$ cat config.mk
export PLATFORM = sky130hd
export DESIGN_NAME = ccr_regs
export DESIGN_NICKNAME = d
export VERILOG_FILES = /design/src/shared/ccr_pkg.sv /design/src/design/ccr_regs.sv
export VERILOG_INCLUDE_DIRS = /design/src /design/src/shared
export SDC_FILE = /design/constraint.sdc
export NUM_CORES = 1
export LEC_CHECK = 0
export ABC_AREA = 1
export BUFFER_PORTS_ARGS = -buffer_cell sky130_fd_sc_hd__buf_2
export CAP_MARGIN = 0
export CORE_ASPECT_RATIO = 1.25
export CORE_MARGIN = 8
export CORE_UTILIZATION = 53
export DETAILED_ROUTE_END_ITERATION = 7
export GPL_TIMING_DRIVEN = 0
export HOLD_SLACK_MARGIN = 0.15
export PLACE_DENSITY = 0.89
export SLEW_MARGIN = 10
export SYNTH_ARGS = -nofsm -noshare
export SYNTH_HDL_FRONTEND = slang
export SYNTH_SLANG_ARGS = --single-unit
$ cat constraint.sdc
create_clock -name CORE_CLK -period 1.6 [get_ports CORE_CLK]
set_input_delay 0.32 -clock CORE_CLK [delete_from_list [all_inputs] [get_ports CORE_CLK]]
set_output_delay 0.32 -clock CORE_CLK [all_outputs]
set_load 0.05 [all_outputs]
$ cat src/shared/ccr_consts.svh
`ifndef CCR_CONSTS_SVH
`define CCR_CONSTS_SVH
// Attribute-space byte addresses
`define CCR_ADDR_OPTION 11'h200
`define CCR_ADDR_STATUS 11'h202
`define CCR_ADDR_PINREP 11'h204
`define CCR_ADDR_COPY 11'h206
// Reset values
`define CCR_RST_OPTION 8'h00
`define CCR_RST_STATUS 8'h00
`define CCR_RST_PINREP 8'h0C
`define CCR_RST_COPY 8'h00
// Option register fields
`define CCR_OPT_SOFT_RESET_BIT 7
`define CCR_OPT_LEVEL 6
// Status register fields
`define CCR_STS_CHANGED 7
`define CCR_STS_SIGEN 6
`define CCR_STS_IO8 5
`define CCR_STS_PWD 2
`define CCR_STS_INTERRUPT_PENDING 1
// Pin replacement fields
`define CCR_PIN_CHANGE 5
`define CCR_PIN_READY 1
`define CCR_PIN_FIXED 8'h0C
// Copy register field
`define CCR_COPY_BIT 4
// Mode select codes
`define CCR_MODE_MEM 6'h00
`define CCR_MODE_CONTIG 6'h01
`define CCR_MODE_PRIMARY 6'h02
`define CCR_MODE_SECONDARY 6'h03
// Cycles for a power-state transition to settle
`define CCR_PWR_SETTLE_CYC 4'h8
`endif

$ cat src/shared/ccr_pkg.sv
package ccr_pkg;
    typedef enum logic [1:0] {
        MAP_MEMORY,
        MAP_CONTIG_IO,
        MAP_PRIMARY_IO,
        MAP_SECONDARY_IO
    } ccr_map_t;

    typedef enum logic [1:0] {
        PWR_ACTIVE,
        PWR_TO_SLEEP,
        PWR_SLEEP,
        PWR_TO_ACTIVE
    } ccr_pwr_t;

    typedef struct packed {
        logic reg_sel_n;
        logic ce1_n;
        logic oe_n;
        logic we_n;
        logic [10:0] addr;
        logic [7:0] wdata;
    } ccr_acc_t;
endpackage

$ cat src/design/ccr_regs.sv
`timescale 1ns/1ns
`include "ccr_consts.svh"
// Overview of operation
// Registers reachable only outside true IDE mode
// Soft reset acts like hard reset, stays set
// Card reset clears configuration, starts initialisation
// Interrupt style bit selects pulse or level
// Mode field selects memory or I/O mapping
// Mode field zero after any reset
// Changed flag mirrors latch, drives status-change pin
// Status-change enable gates pin, else high
// Host sets eight-bit flag for narrow I/O
// Power-down bit selects sleep or active
// Ready reads busy until power state reached
// Card sleeps when idle, wakes on command
// Interrupt pending shows request, zero if disabled
// Ready change sets latch; host may write
// Ready bit reads pin, write sets mask
// Pin replacement resets to 0CH; the ready bit reads live, so it reads 0EH with the core ready
// Host writes copy before option register
// Copy number holds host-written value
// Host accesses registers with register select low
// Fixed bits ignore writes, read constant
module ccr_regs (
    // Clock and reset
    input wire logic CORE_CLK,
    input wire logic RST,
    // Host attribute access
    input wire ccr_pkg::ccr_acc_t HOST_ACC,
    input wire logic TRUE_IDE,
    // Card core status
    input wire logic CORE_READY,
    input wire logic CORE_IRQ,
    input wire logic IRQ_DISABLE,
    input wire logic CORE_IDLE,
    input wire logic CORE_CMD,
    // Read data pin
    output logic [7:0] RDATA,
    output logic RDATA_OE_N,
    // Status and configuration outputs
    output logic STATUS_CHANGE_PIN_N,
    output logic CARD_RESET,
    output logic LEVEL_IRQ,
    output ccr_pkg::ccr_map_t MAP_MODE,
    output logic EIGHT_BIT_IO,
    output logic CORE_SLEEP
);

    ////////////////////////////////////////////////////////////////////////
    // Access decode
    logic acc_sel;
    logic wr_stb;
    logic we_n_reg;
    logic we_n_next;

    always_comb begin
        acc_sel = !TRUE_IDE && !HOST_ACC.reg_sel_n && !HOST_ACC.ce1_n;
        we_n_next = HOST_ACC.we_n;
    end

    // Write taken on the falling edge of the write strobe
    // A strobe held low writes once; the host raises it between writes
    assign wr_stb = acc_sel && !HOST_ACC.we_n && we_n_reg;

    ////////////////////////////////////////////////////////////////////////
    // Register state
    logic soft_reset_bit_reg;
    logic soft_reset_bit_next;
    logic level_interrupt_select_reg;
    logic level_interrupt_select_next;
    logic [5:0] mode_select_reg;
    logic [5:0] mode_select_next;
    logic status_change_enable_reg;
    logic status_change_enable_next;
    logic eight_bit_io_only_reg;
    logic eight_bit_io_only_next;
    logic power_down_request_reg;
    logic power_down_request_next;
    logic ready_change_latch_reg;
    logic ready_change_latch_next;
    logic ready_mask_reg;
    logic ready_mask_next;
    logic copy_number_reg;
    logic copy_number_next;
    logic ready_seen_reg;
    logic ready_seen_next;
    logic [7:0] wd;
    logic ready_status;
    logic io_mode;

    assign wd = HOST_ACC.wdata;
    assign io_mode = (mode_select_reg != `CCR_MODE_MEM);

    always_comb begin
        soft_reset_bit_next = soft_reset_bit_reg;
        level_interrupt_select_next = level_interrupt_select_reg;
        mode_select_next = mode_select_reg;
        status_change_enable_next = status_change_enable_reg;
        eight_bit_io_only_next = eight_bit_io_only_reg;
        power_down_request_next = power_down_request_reg;
        ready_change_latch_next = ready_change_latch_reg;
        ready_mask_next = ready_mask_reg;
        copy_number_next = copy_number_reg;
        ready_seen_next = ready_status;
        // Only the defined bits of each write are stored, the rest read fixed
        if (wr_stb) begin
            unique case (HOST_ACC.addr)
                `CCR_ADDR_OPTION: begin
                    soft_reset_bit_next = wd[`CCR_OPT_SOFT_RESET_BIT];
                    level_interrupt_select_next = wd[`CCR_OPT_LEVEL];
                    mode_select_next = wd[5:0];
                end
                `CCR_ADDR_STATUS: begin
                    status_change_enable_next = wd[`CCR_STS_SIGEN];
                    eight_bit_io_only_next = wd[`CCR_STS_IO8];
                    power_down_request_next = wd[`CCR_STS_PWD];
                end
                `CCR_ADDR_PINREP: begin
                    ready_change_latch_next = wd[`CCR_PIN_CHANGE];
                    ready_mask_next = wd[`CCR_PIN_READY];
                end
                `CCR_ADDR_COPY: begin
                    copy_number_next = wd[`CCR_COPY_BIT];
                end
                default: begin
                end
            endcase
        end
        // Hardware set wins over a host clear in the same cycle
        if ((ready_status != ready_seen_reg) && !ready_mask_reg) begin
            ready_change_latch_next = 1'b1;
        end
        // Soft reset clears everything else; the bit itself survives
        if (soft_reset_bit_reg) begin
            level_interrupt_select_next = 1'b0;
            mode_select_next = `CCR_MODE_MEM;
            status_change_enable_next = 1'b0;
            eight_bit_io_only_next = 1'b0;
            power_down_request_next = 1'b0;
            ready_change_latch_next = 1'b0;
            ready_mask_next = 1'b0;
            copy_number_next = 1'b0;
        end
    end

    always_ff @(posedge CORE_CLK or posedge RST) begin
        if (RST) begin
            soft_reset_bit_reg <= 1'b0;
            level_interrupt_select_reg <= 1'b0;
            mode_select_reg <= `CCR_MODE_MEM;
            status_change_enable_reg <= 1'b0;
            eight_bit_io_only_reg <= 1'b0;
            power_down_request_reg <= 1'b0;
            ready_change_latch_reg <= 1'b0;
            ready_mask_reg <= 1'b0;
            copy_number_reg <= 1'b0;
            // Idle level of ready, so leaving reset shows no false change
            ready_seen_reg <= 1'b1;
            we_n_reg <= 1'b1;
        end else begin
            soft_reset_bit_reg <= soft_reset_bit_next;
            level_interrupt_select_reg <= level_interrupt_select_next;
            mode_select_reg <= mode_select_next;
            status_change_enable_reg <= status_change_enable_next;
            eight_bit_io_only_reg <= eight_bit_io_only_next;
            power_down_request_reg <= power_down_request_next;
            ready_change_latch_reg <= ready_change_latch_next;
            ready_mask_reg <= ready_mask_next;
            copy_number_reg <= copy_number_next;
            ready_seen_reg <= ready_seen_next;
            we_n_reg <= we_n_next;
        end
    end

    ////////////////////////////////////////////////////////////////////////
    // Power state
    ccr_pkg::ccr_pwr_t pwr_reg;
    ccr_pkg::ccr_pwr_t pwr_next;
    logic [3:0] settle_reg;
    logic [3:0] settle_next;
    logic want_sleep;

    // Sleeps on request or whenever the core is idle with no command
    assign want_sleep = power_down_request_reg || (CORE_IDLE && !CORE_CMD);

    // Settle count stands in for the time the core takes to change state
    always_comb begin
        pwr_next = pwr_reg;
        settle_next = settle_reg;
        unique case (pwr_reg)
            ccr_pkg::PWR_ACTIVE: begin
                if (want_sleep) begin
                    pwr_next = ccr_pkg::PWR_TO_SLEEP;
                    settle_next = `CCR_PWR_SETTLE_CYC;
                end
            end
            ccr_pkg::PWR_SLEEP: begin
                if (!want_sleep) begin
                    pwr_next = ccr_pkg::PWR_TO_ACTIVE;
                    settle_next = `CCR_PWR_SETTLE_CYC;
                end
            end
            ccr_pkg::PWR_TO_SLEEP: begin
                settle_next = settle_reg - 4'h1;
                if (settle_reg == 4'h1) begin
                    pwr_next = ccr_pkg::PWR_SLEEP;
                end
            end
            ccr_pkg::PWR_TO_ACTIVE: begin
                settle_next = settle_reg - 4'h1;
                if (settle_reg == 4'h1) begin
                    pwr_next = ccr_pkg::PWR_ACTIVE;
                end
            end
        endcase
        // Request toggled mid-transition restarts toward the new target
        if (power_down_request_next != power_down_request_reg) begin
            pwr_next = power_down_request_next ? ccr_pkg::PWR_TO_SLEEP
                                               : ccr_pkg::PWR_TO_ACTIVE;
            settle_next = `CCR_PWR_SETTLE_CYC;
        end
        // Soft reset leaves the power state where a hard reset would
        if (soft_reset_bit_reg) begin
            pwr_next = ccr_pkg::PWR_ACTIVE;
            settle_next = 4'h0;
        end
    end

    always_ff @(posedge CORE_CLK or posedge RST) begin
        if (RST) begin
            pwr_reg <= ccr_pkg::PWR_ACTIVE;
            settle_reg <= 4'h0;
        end else begin
            pwr_reg <= pwr_next;
            settle_reg <= settle_next;
        end
    end

    // Busy while a power transition is pending
    // A masked change still shows on the ready bit itself
    assign ready_status = CORE_READY && (pwr_reg != ccr_pkg::PWR_TO_SLEEP)
                          && (pwr_reg != ccr_pkg::PWR_TO_ACTIVE);

    ////////////////////////////////////////////////////////////////////////
    // Read words
    logic irq_pending;
    logic [7:0] option_rd;
    logic [7:0] status_rd;
    logic [7:0] pinrep_rd;
    logic [7:0] copy_rd;

    // Pending follows the core request; a disabled request reads zero
    assign irq_pending = CORE_IRQ && !IRQ_DISABLE;

    // Fixed bits come from constants so host writes never reach them
    always_comb begin
        option_rd = {soft_reset_bit_reg, level_interrupt_select_reg, mode_select_reg};
        status_rd = 8'h00;
        status_rd[`CCR_STS_CHANGED] = ready_change_latch_reg;
        status_rd[`CCR_STS_SIGEN] = status_change_enable_reg;
        status_rd[`CCR_STS_IO8] = eight_bit_io_only_reg;
        status_rd[`CCR_STS_PWD] = power_down_request_reg;
        status_rd[`CCR_STS_INTERRUPT_PENDING] = irq_pending;
        pinrep_rd = `CCR_PIN_FIXED;
        pinrep_rd[`CCR_PIN_CHANGE] = ready_change_latch_reg;
        pinrep_rd[`CCR_PIN_READY] = ready_status;
        copy_rd = 8'h00;
        copy_rd[`CCR_COPY_BIT] = copy_number_reg;
    end

    ////////////////////////////////////////////////////////////////////////
    // Read data and outputs
    logic [7:0] rdata_next;
    logic rd_oe_n_next;
    logic status_pin_n_next;
    logic card_reset_next;
    logic level_irq_next;
    ccr_pkg::ccr_map_t map_mode_next;
    logic eight_bit_io_next;
    logic core_sleep_next;

    always_comb begin
        rdata_next = 8'h00;
        rd_oe_n_next = !(acc_sel && !HOST_ACC.oe_n && HOST_ACC.we_n);
        unique case (HOST_ACC.addr)
            `CCR_ADDR_OPTION: begin
                rdata_next = option_rd;
            end
            `CCR_ADDR_STATUS: begin
                rdata_next = status_rd;
            end
            `CCR_ADDR_PINREP: begin
                rdata_next = pinrep_rd;
            end
            `CCR_ADDR_COPY: begin
                rdata_next = copy_rd;
            end
            default: begin
                // Unmapped addresses leave the data lines released
                rd_oe_n_next = 1'b1;
            end
        endcase
    end

    always_comb begin
        // Pin sits high unless latch, enable and I/O mode all hold
        status_pin_n_next = !(ready_change_latch_reg && status_change_enable_reg
                              && io_mode);
        card_reset_next = soft_reset_bit_reg;
        level_irq_next = level_interrupt_select_reg;
        // Codes above three keep only their low bits
        map_mode_next = ccr_pkg::ccr_map_t'(mode_select_reg[1:0]);
        eight_bit_io_next = eight_bit_io_only_reg;
        core_sleep_next = (pwr_reg == ccr_pkg::PWR_SLEEP);
    end

    always_ff @(posedge CORE_CLK or posedge RST) begin
        if (RST) begin
            RDATA <= 8'h00;
            RDATA_OE_N <= 1'b1;
            STATUS_CHANGE_PIN_N <= 1'b1;
            CARD_RESET <= 1'b1;
            LEVEL_IRQ <= 1'b0;
            MAP_MODE <= ccr_pkg::MAP_MEMORY;
            EIGHT_BIT_IO <= 1'b0;
            CORE_SLEEP <= 1'b0;
        end else begin
            RDATA <= rdata_next;
            RDATA_OE_N <= rd_oe_n_next;
            STATUS_CHANGE_PIN_N <= status_pin_n_next;
            CARD_RESET <= card_reset_next;
            LEVEL_IRQ <= level_irq_next;
            MAP_MODE <= map_mode_next;
            EIGHT_BIT_IO <= eight_bit_io_next;
            CORE_SLEEP <= core_sleep_next;
        end
    end

endmodule

==> results of run 1 <==
-- layer usage --
| layer | track usage | vias to the layer above |
|---|---|---|
| met1 | 0.155 | 748 |
| met4 | 0.0751 | 0 |
| met5 | 0 | - |
| met2 | 0.262 | 61 |
| li1 | - | 773 |
| met3 | 0.0560 | 6 |
-- stage by stage --
| stage | utilization | TNS (ns) | setup slack, ns | hold slack (ns) | area (um2) |
|---|---|---|---|---|---|
| 6_report | 0.688 | 0 | 0.0923 | 0.155 | 2400 |
| 5_1_grt | 0.688 | -0.0274 | -0.0274 | 0.231 | 2400 |
| 4_1_cts | 0.673 | 0 | 0.00952 | 0.178 | 2350 |
| 3_5_place_dp | 0.628 | -0.239 | -0.0640 | 0.396 | 2190 |
| 3_3_place_gp | 0.628 | -0.431 | -0.0140 | 0.392 | 2190 |
| 2_1_floorplan | - | 0 | 0.196 | 0.324 | 1910 |
-- power breakdown --
part / internal [mW] / switching [mW]
Sequential: 1.08 / 0.0703
Combinational: 0.391 / 0.565
Clock: 0.625 / 0.361
-- what timing repair did --
action                                  4_1_cts  5_1_grt
pin swaps                                     0        4
gates resized for setup                       3       13
setup buffers                                 0        3
hold buffers                                  1        0
hold endpoints to repair                      1        0
endpoints found under the setup margin        1       14
-- cells by family after synthesis --
logic type / Yosys count
xor gates and xnor gates: 1
AOI/OAI and AO/OA: 25
adders and majority gates: 6
DFF: 38
muxes: 1
and+or+nand+nor: 99
buffers and inverters: 33
-- area by class of cell --
class | instances | area share
flip-flops and latches | 38 | 0.399
multi-input cells | 132 | 0.358
repair buffers | 50 | 0.110
inverters | 31 | 0.0486
clock buffers | 5 | 0.0287
clock inverters | 3 | 0.0287
well taps | 39 | 0.0204
plain buffers | 2 | 0.00679
-- cell usage in the layout, fill, tap and decap left out, drive strengths merged, types with 2 or more instances in the layout --
master and count:
nand2 50, buf 50, dfrtp 33, bufinv 2, nor2 17, nand3 20, nand4 3, a21oi 2
o221ai 2, ha 6, o211ai 2, clkbuf 6, nor3 4, nor3b 2, dfstp 5, o22ai 2
o21ai 13, inv 31
-- worst paths after layout --
check / from / endpoint / cells past startpoint
min in group CORE_CLK: HOST_ACC[20] / RDATA_OE_N / 3
setup / recovery: pwr_reg[0] / ready_change_latch_reg / 7
hold reg to reg: eight_bit_io_next / EIGHT_BIT_IO / 0
max in group asynchronous: RST / eight_bit_io_next / 2
hold / removal: RST / mode_select_reg[0] / 2
setup reg to reg: pwr_reg[0] / ready_change_latch_reg / 7
-- critical path, delay by kind of cell, from the launching register on --
family	cells	cell delay [ns]
simple gates	4	0.44
fa+ha+maj	1	0.24
flops	1	0.42
buf+inv	1	0.07
compound gates	1	0.24
==> metrics.cfg, run 1 <==
[logic_synthesis]
cell_types_with_the_highest_counts_after_synthesis=43 x nand2_1, 33 x dfrtp_1, 30 x inv_1
synth_edf_count=0
ys_async_sr_fraction=1.00
synth_compound_gate_area_share=0.0865
synth_top_family_by_area=simple AND/OR/NAND/NOR gates
synth_top_cell_by_area=dfrtp_1
synth_fa_ha_area_frac=0.0393
yosys.area_share.xor_xnor=0.00459
synth.mux.area_fraction=0.00590
synthSimpleGateAreaFrac=0.294
syn-cell-area_um2=1910
synthesized_netlist_cell_count=203
synth_top_cells_by_area=dfrtp_1 43%, nand2_1 8.5%, dfstp_2 6.9%
synth.lib_cells_used.distinct=40
yosysSeqAreaShare=0.501
postSynthAreaPerCell_um2=9.41
most_used_dff_post_synth=dfrtp_1
synth.yosys.warnings=0
most_numerous_cell_in_the_yosys_netlist=nand2_1
yosys.area.top_type_share=0.433
synth.ff_latch_count=38
synthesis.nets=240

[route]
wl_met2_um=2200
initialDrtViolationCount=82
dr_total_vias=1588
via_per_inst=5.29
drtPass1Iterations=4
route.met3.wl_um=303
avgRoutedWirePerCell_um=14.1
wl_met1_um=1630
finalWirelength_um=4220
dr.max_layer_used=met4
antenna_violating_nets_left=0
drt_drc_violations_left=0

[clocking]
clock-sinks=38
cts_max_level=2
clk_latency_ns=0.30
tritoncts_clock_tree=built
clock_path_buffers=2
tritoncts.num_buffers=5
cts.root.buffer_cell=clkbuf_8
clock_slew_seen_by_the_registers_of_the_worst_setup_and_hold_paths_ns=0.08

[outcome]
status=complete, no violations

[setup_path]
worstSetupPathType=flip-flop to flip-flop
regToRegSetupSlack_ns=0.09
endpoint_kind=flip-flop
crit_chain=ha_1 > nor2_2 > nand2_2 > inv_2 > nand2_1 > nor3b_2 > o31ai_1
worst-endpoint-arrival_ns=1.71
critPathRequiredTime_ns=1.81
worst_path_max_delay_cell=dfrtp_1
start_kind=flip-flop
slowest_delay_ns=0.42
critical_path.max_fanout=4

[timing]
setup_viol=0
timing.max_slew.rel_slack=0.487
final-hold-violation-count=0
slew_viol_final=0
rsz0062_at_grt=yes
max_slew.worst_pin.slew_ns=0.769
max_freq_ghz=0.663
finalCritPeriodShare=0.942
clock_skew_ns=0.00336
finalCriticalPeriod_ns=1.51

[power]
overall_power_of_the_completed_layout_mw=3.10
worst_ir_drop_vdd_uv=1010
leakagePower_nw=1.31
power.density_nw_per_um2=1290

[worst_hold_path]
hold_path.class=input pin to async pin

[die]
pin_count=47
core_ar_um2=3480
rows=24
die_w_um=69.7
die_y_um=83.1
start_util=0.548
fp.dieArea_um2=5790

[global_route]
grt_remaining_overflow=0
number_of_antenna_violations_at_the_first_check_in_global_routing=0
all_layer_gr_usage=0.151
grt_pass1_vias=1654
maximum_number_of_pins_on_one_net_before_global_route_repair=39
wire_length_of_the_first_global_routing_pass_um=7160

[finish]
antenna_cells_inserted=0
largest_register_ffs=8
ff_latch_area_um2=957
finalNetCount=297
layout_area_growth_over_synthesis_pct=25.5
multi_input_area_um2=857
drive_above_1_share=0.398
instances_no_fill=300
fillerInstances=256

[placement]
place_congestion=0.903
dp.cells=288
dp_hpwl_um=3060
buffer_ports.inserted=46

[job]
maxCapViolations=0

No activity file was read; power rests on OpenSTA's default activity.
==> run 2: changes to the inputs <==
Settings changed: CORE_ASPECT_RATIO 1.25 to unset, HOLD_SLACK_MARGIN 0.15 to unset, PLACE_DENSITY 0.89 to 0.78.
==> run 2 against run 1 <==
  * Via count is 3.8% lower
  * Clock-buffer cell count is 1 higher
  * Cell count is 1.7% higher
  * Largest power group unchanged
==> metrics.cfg, run 2 (same netlist as run 1, synthesis figures left out) <==
[die]
pin_count=47  ; unchanged
die_y_um=76.0  ; was 83.1 um
rows=22  ; was 24
core_ar_um2=3550  ; was 3480 um2
fp.dieArea_um2=5780  ; was 5790 um2
die_w_um=76.0  ; was 69.7 um
start_util=0.538  ; was 0.548

[clocking]
clk_latency_ns=0.34  ; was 0.30 ns
cts.root.buffer_cell=clkbuf_4  ; was clkbuf_8
clock-sinks=38  ; unchanged
cts_max_level=2  ; unchanged
post-cts-setup-buffer-count=0  ; unchanged
clock_path_buffers=2  ; unchanged
tritoncts_clock_tree=built  ; unchanged
clock_slew_seen_by_the_registers_of_the_worst_setup_and_hold_paths_ns=0.10  ; was 0.08 ns
tritoncts.num_buffers=5  ; unchanged

[setup_path]
slowest_delay_ns=0.43  ; was 0.42 ns
critPathRequiredTime_ns=1.82  ; was 1.81 ns
worst_path_max_delay_cell=dfrtp_1  ; unchanged
rr_worst_depth=8  ; was 7
start_kind=flip-flop  ; unchanged
endpoint_kind=flip-flop  ; unchanged
worst-endpoint-arrival_ns=1.77  ; was 1.71 ns
worstSetupPathType=flip-flop to flip-flop  ; unchanged
critical_path.max_fanout=4  ; unchanged
crit_chain=ha_1 > nor2_4 > nand2_2 > inv_2 > nand2_1 > nor3b_2 > a21oi_1 > o31ai_1  ; was ha_1 > nor2_2 > nand2_2 > inv_2 > nand2_1 > nor3b_2 > o31ai_1
timing.critical_path.max_delay_family=simple AND/OR/NAND/NOR gates  ; unchanged
worstPathBufferInverterCount=1  ; unchanged
timing.critical_path.depth=8  ; was 7

[timing]
finalCriticalPeriod_ns=1.54  ; was 1.51 ns
max_slew.worst_pin.slew_ns=0.759  ; was 0.769 ns
finalCritPeriodShare=0.965  ; was 0.942
slew_viol_final=0  ; unchanged
timing.max_slew.rel_slack=0.494  ; was 0.487
tns_ns=0  ; unchanged
rsz0062_at_grt=yes  ; unchanged
setup_viol=0  ; unchanged
final-hold-violation-count=0  ; unchanged
fin_ws_ns=0.0567  ; was 0.0923 ns
clock_skew_ns=0.0112  ; was 0.00336 ns
fin_worst_hold_slack_ns=0.0867  ; was 0.155 ns
max_freq_ghz=0.648  ; was 0.663 GHz

[placement]
dp.cells=297  ; was 288
place_congestion=0.846  ; was 0.903
buffer_ports.inserted=46  ; unchanged
placed_cell_area_um2=2200  ; was 2190 um2
pre_cts_slack_ns=-0.0373  ; was -0.0640 ns
dp_hpwl_um=2980  ; was 3060 um

[route]
wl_met2_um=1940  ; was 2200 um
dr.max_layer_used=met4  ; unchanged
wl_met1_um=1730  ; was 1630 um
avgRoutedWirePerCell_um=13.0  ; was 14.1 um
dr_total_vias=1527  ; was 1588
via_per_inst=5.01  ; was 5.29
initialDrtViolationCount=117  ; was 82
drt_drc_violations_left=0  ; unchanged
drtPass1Iterations=4  ; unchanged
finalWirelength_um=3970  ; was 4220 um
antenna_violating_nets_left=0  ; unchanged
route.met3.wl_um=236  ; was 303 um

[finish]
ff_latch_area_um2=957  ; unchanged
final_common_cell=buf_2  ; unchanged
stdcell_area_um2=2280  ; was 2400 um2
drive_above_1_share=0.377  ; was 0.398
fillerInstances=299  ; was 256
antenna_cells_inserted=0  ; unchanged
multi_input_area_um2=853  ; was 857 um2
finalNetCount=293  ; was 297
instances_no_fill=305  ; was 300
layout_area_growth_over_synthesis_pct=19.6  ; was 25.5%
largest_register_ffs=8  ; unchanged
final_cell_mix=46 x buf_2, 41 x nand2_1, 33 x dfrtp_1  ; unchanged
layout.core_utilization=0.643  ; was 0.688

[outcome]
status=complete, no violations  ; unchanged

[global_route]
grt_remaining_overflow=0  ; unchanged
number_of_antenna_violations_at_the_first_check_in_global_routing=0  ; unchanged
maximum_number_of_pins_on_one_net_before_global_route_repair=39  ; unchanged
wire_length_of_the_first_global_routing_pass_um=6580  ; was 7160 um
all_layer_gr_usage=0.137  ; was 0.151
grt_pass1_vias=1474  ; was 1654

[worst_hold_path]
whs_path_depth=1
hold_path.class=input pin to flip-flop  ; was input pin to async pin

[power]
leakagePower_nw=1.26  ; was 1.31 nW
worst_ir_drop_vdd_uv=702  ; was 1010 uV
overall_power_of_the_completed_layout_mw=2.53  ; was 3.10 mW
power.density_nw_per_um2=1110  ; was 1290 nW/um2

[job]
maxCapViolations=0  ; unchanged

==> run 2: cell types whose count changed in the layout (fill, tap and decap cells not counted), moves of 2 or more <==
cell       previous run  this run
clkinv_2              0         2
clkbuf_8              5         0
buf_4                 3         0
bufinv_16             2         0
clkbuf_4              0         5
clkbuf_1              0         2
==> run 2: worst reg2reg max path: stages, from the launching register on <==
cell and delay, ns:
dfrtp_1 0.43, ha_1 0.26, nor2_4 0.16, nand2_2 0.09, inv_2 0.07, nand2_1 0.05
nor3b_2 0.15, a21oi_1 0.14, o31ai_1 0.08
==> run 2: area by class of cell <==
type | instances | area share
tap | 48 | 0.0263
sequential | 38 | 0.419
clock inverter | 2 | 0.00438
timing repair buffer | 46 | 0.101
inverter | 31 | 0.0510
clock buffer | 6 | 0.0181
multi-input combinational | 132 | 0.374
buffer | 2 | 0.00658
==> run 2: path summary, 6_finish.rpt <==
kind / endpoint / slack [ns] / startpoint
min reg2reg: LEVEL_IRQ / 0.42 / level_interrupt_select_reg
min: we_n_reg / 0.09 / HOST_ACC[19]
max in group asynchronous: eight_bit_io_next / 1.01 / RST
max reg2reg: ready_change_latch_reg / 0.06 / pwr_reg[0]
min in group asynchronous: MAP_MODE[1] / 0.10 / RST
max: ready_change_latch_reg / 0.06 / pwr_reg[0]
==> run 2: what timing repair did <==
action | CTS | global route
pin swaps | 0 | 0
gates resized for setup | 2 | 10
setup endpoints to repair | 1 | 13
hold buffers | 0 | 0
==> run 2: report_power, final <==
group	total [mW]	internal, mW	switching [mW]
sequential	1.16	1.08	0.0729
clock	0.470	0.168	0.303
combinational	0.902	0.354	0.547
total	2.53	1.61	0.923
==> run 2: routing by layer <==
metal | global-route usage | vias up
met1 | 0.161 | 716
met2 | 0.226 | 37
met3 | 0.0507 | 8
li1 | - | 766
met4 | 0.0412 | 0
met5 | 0 | -
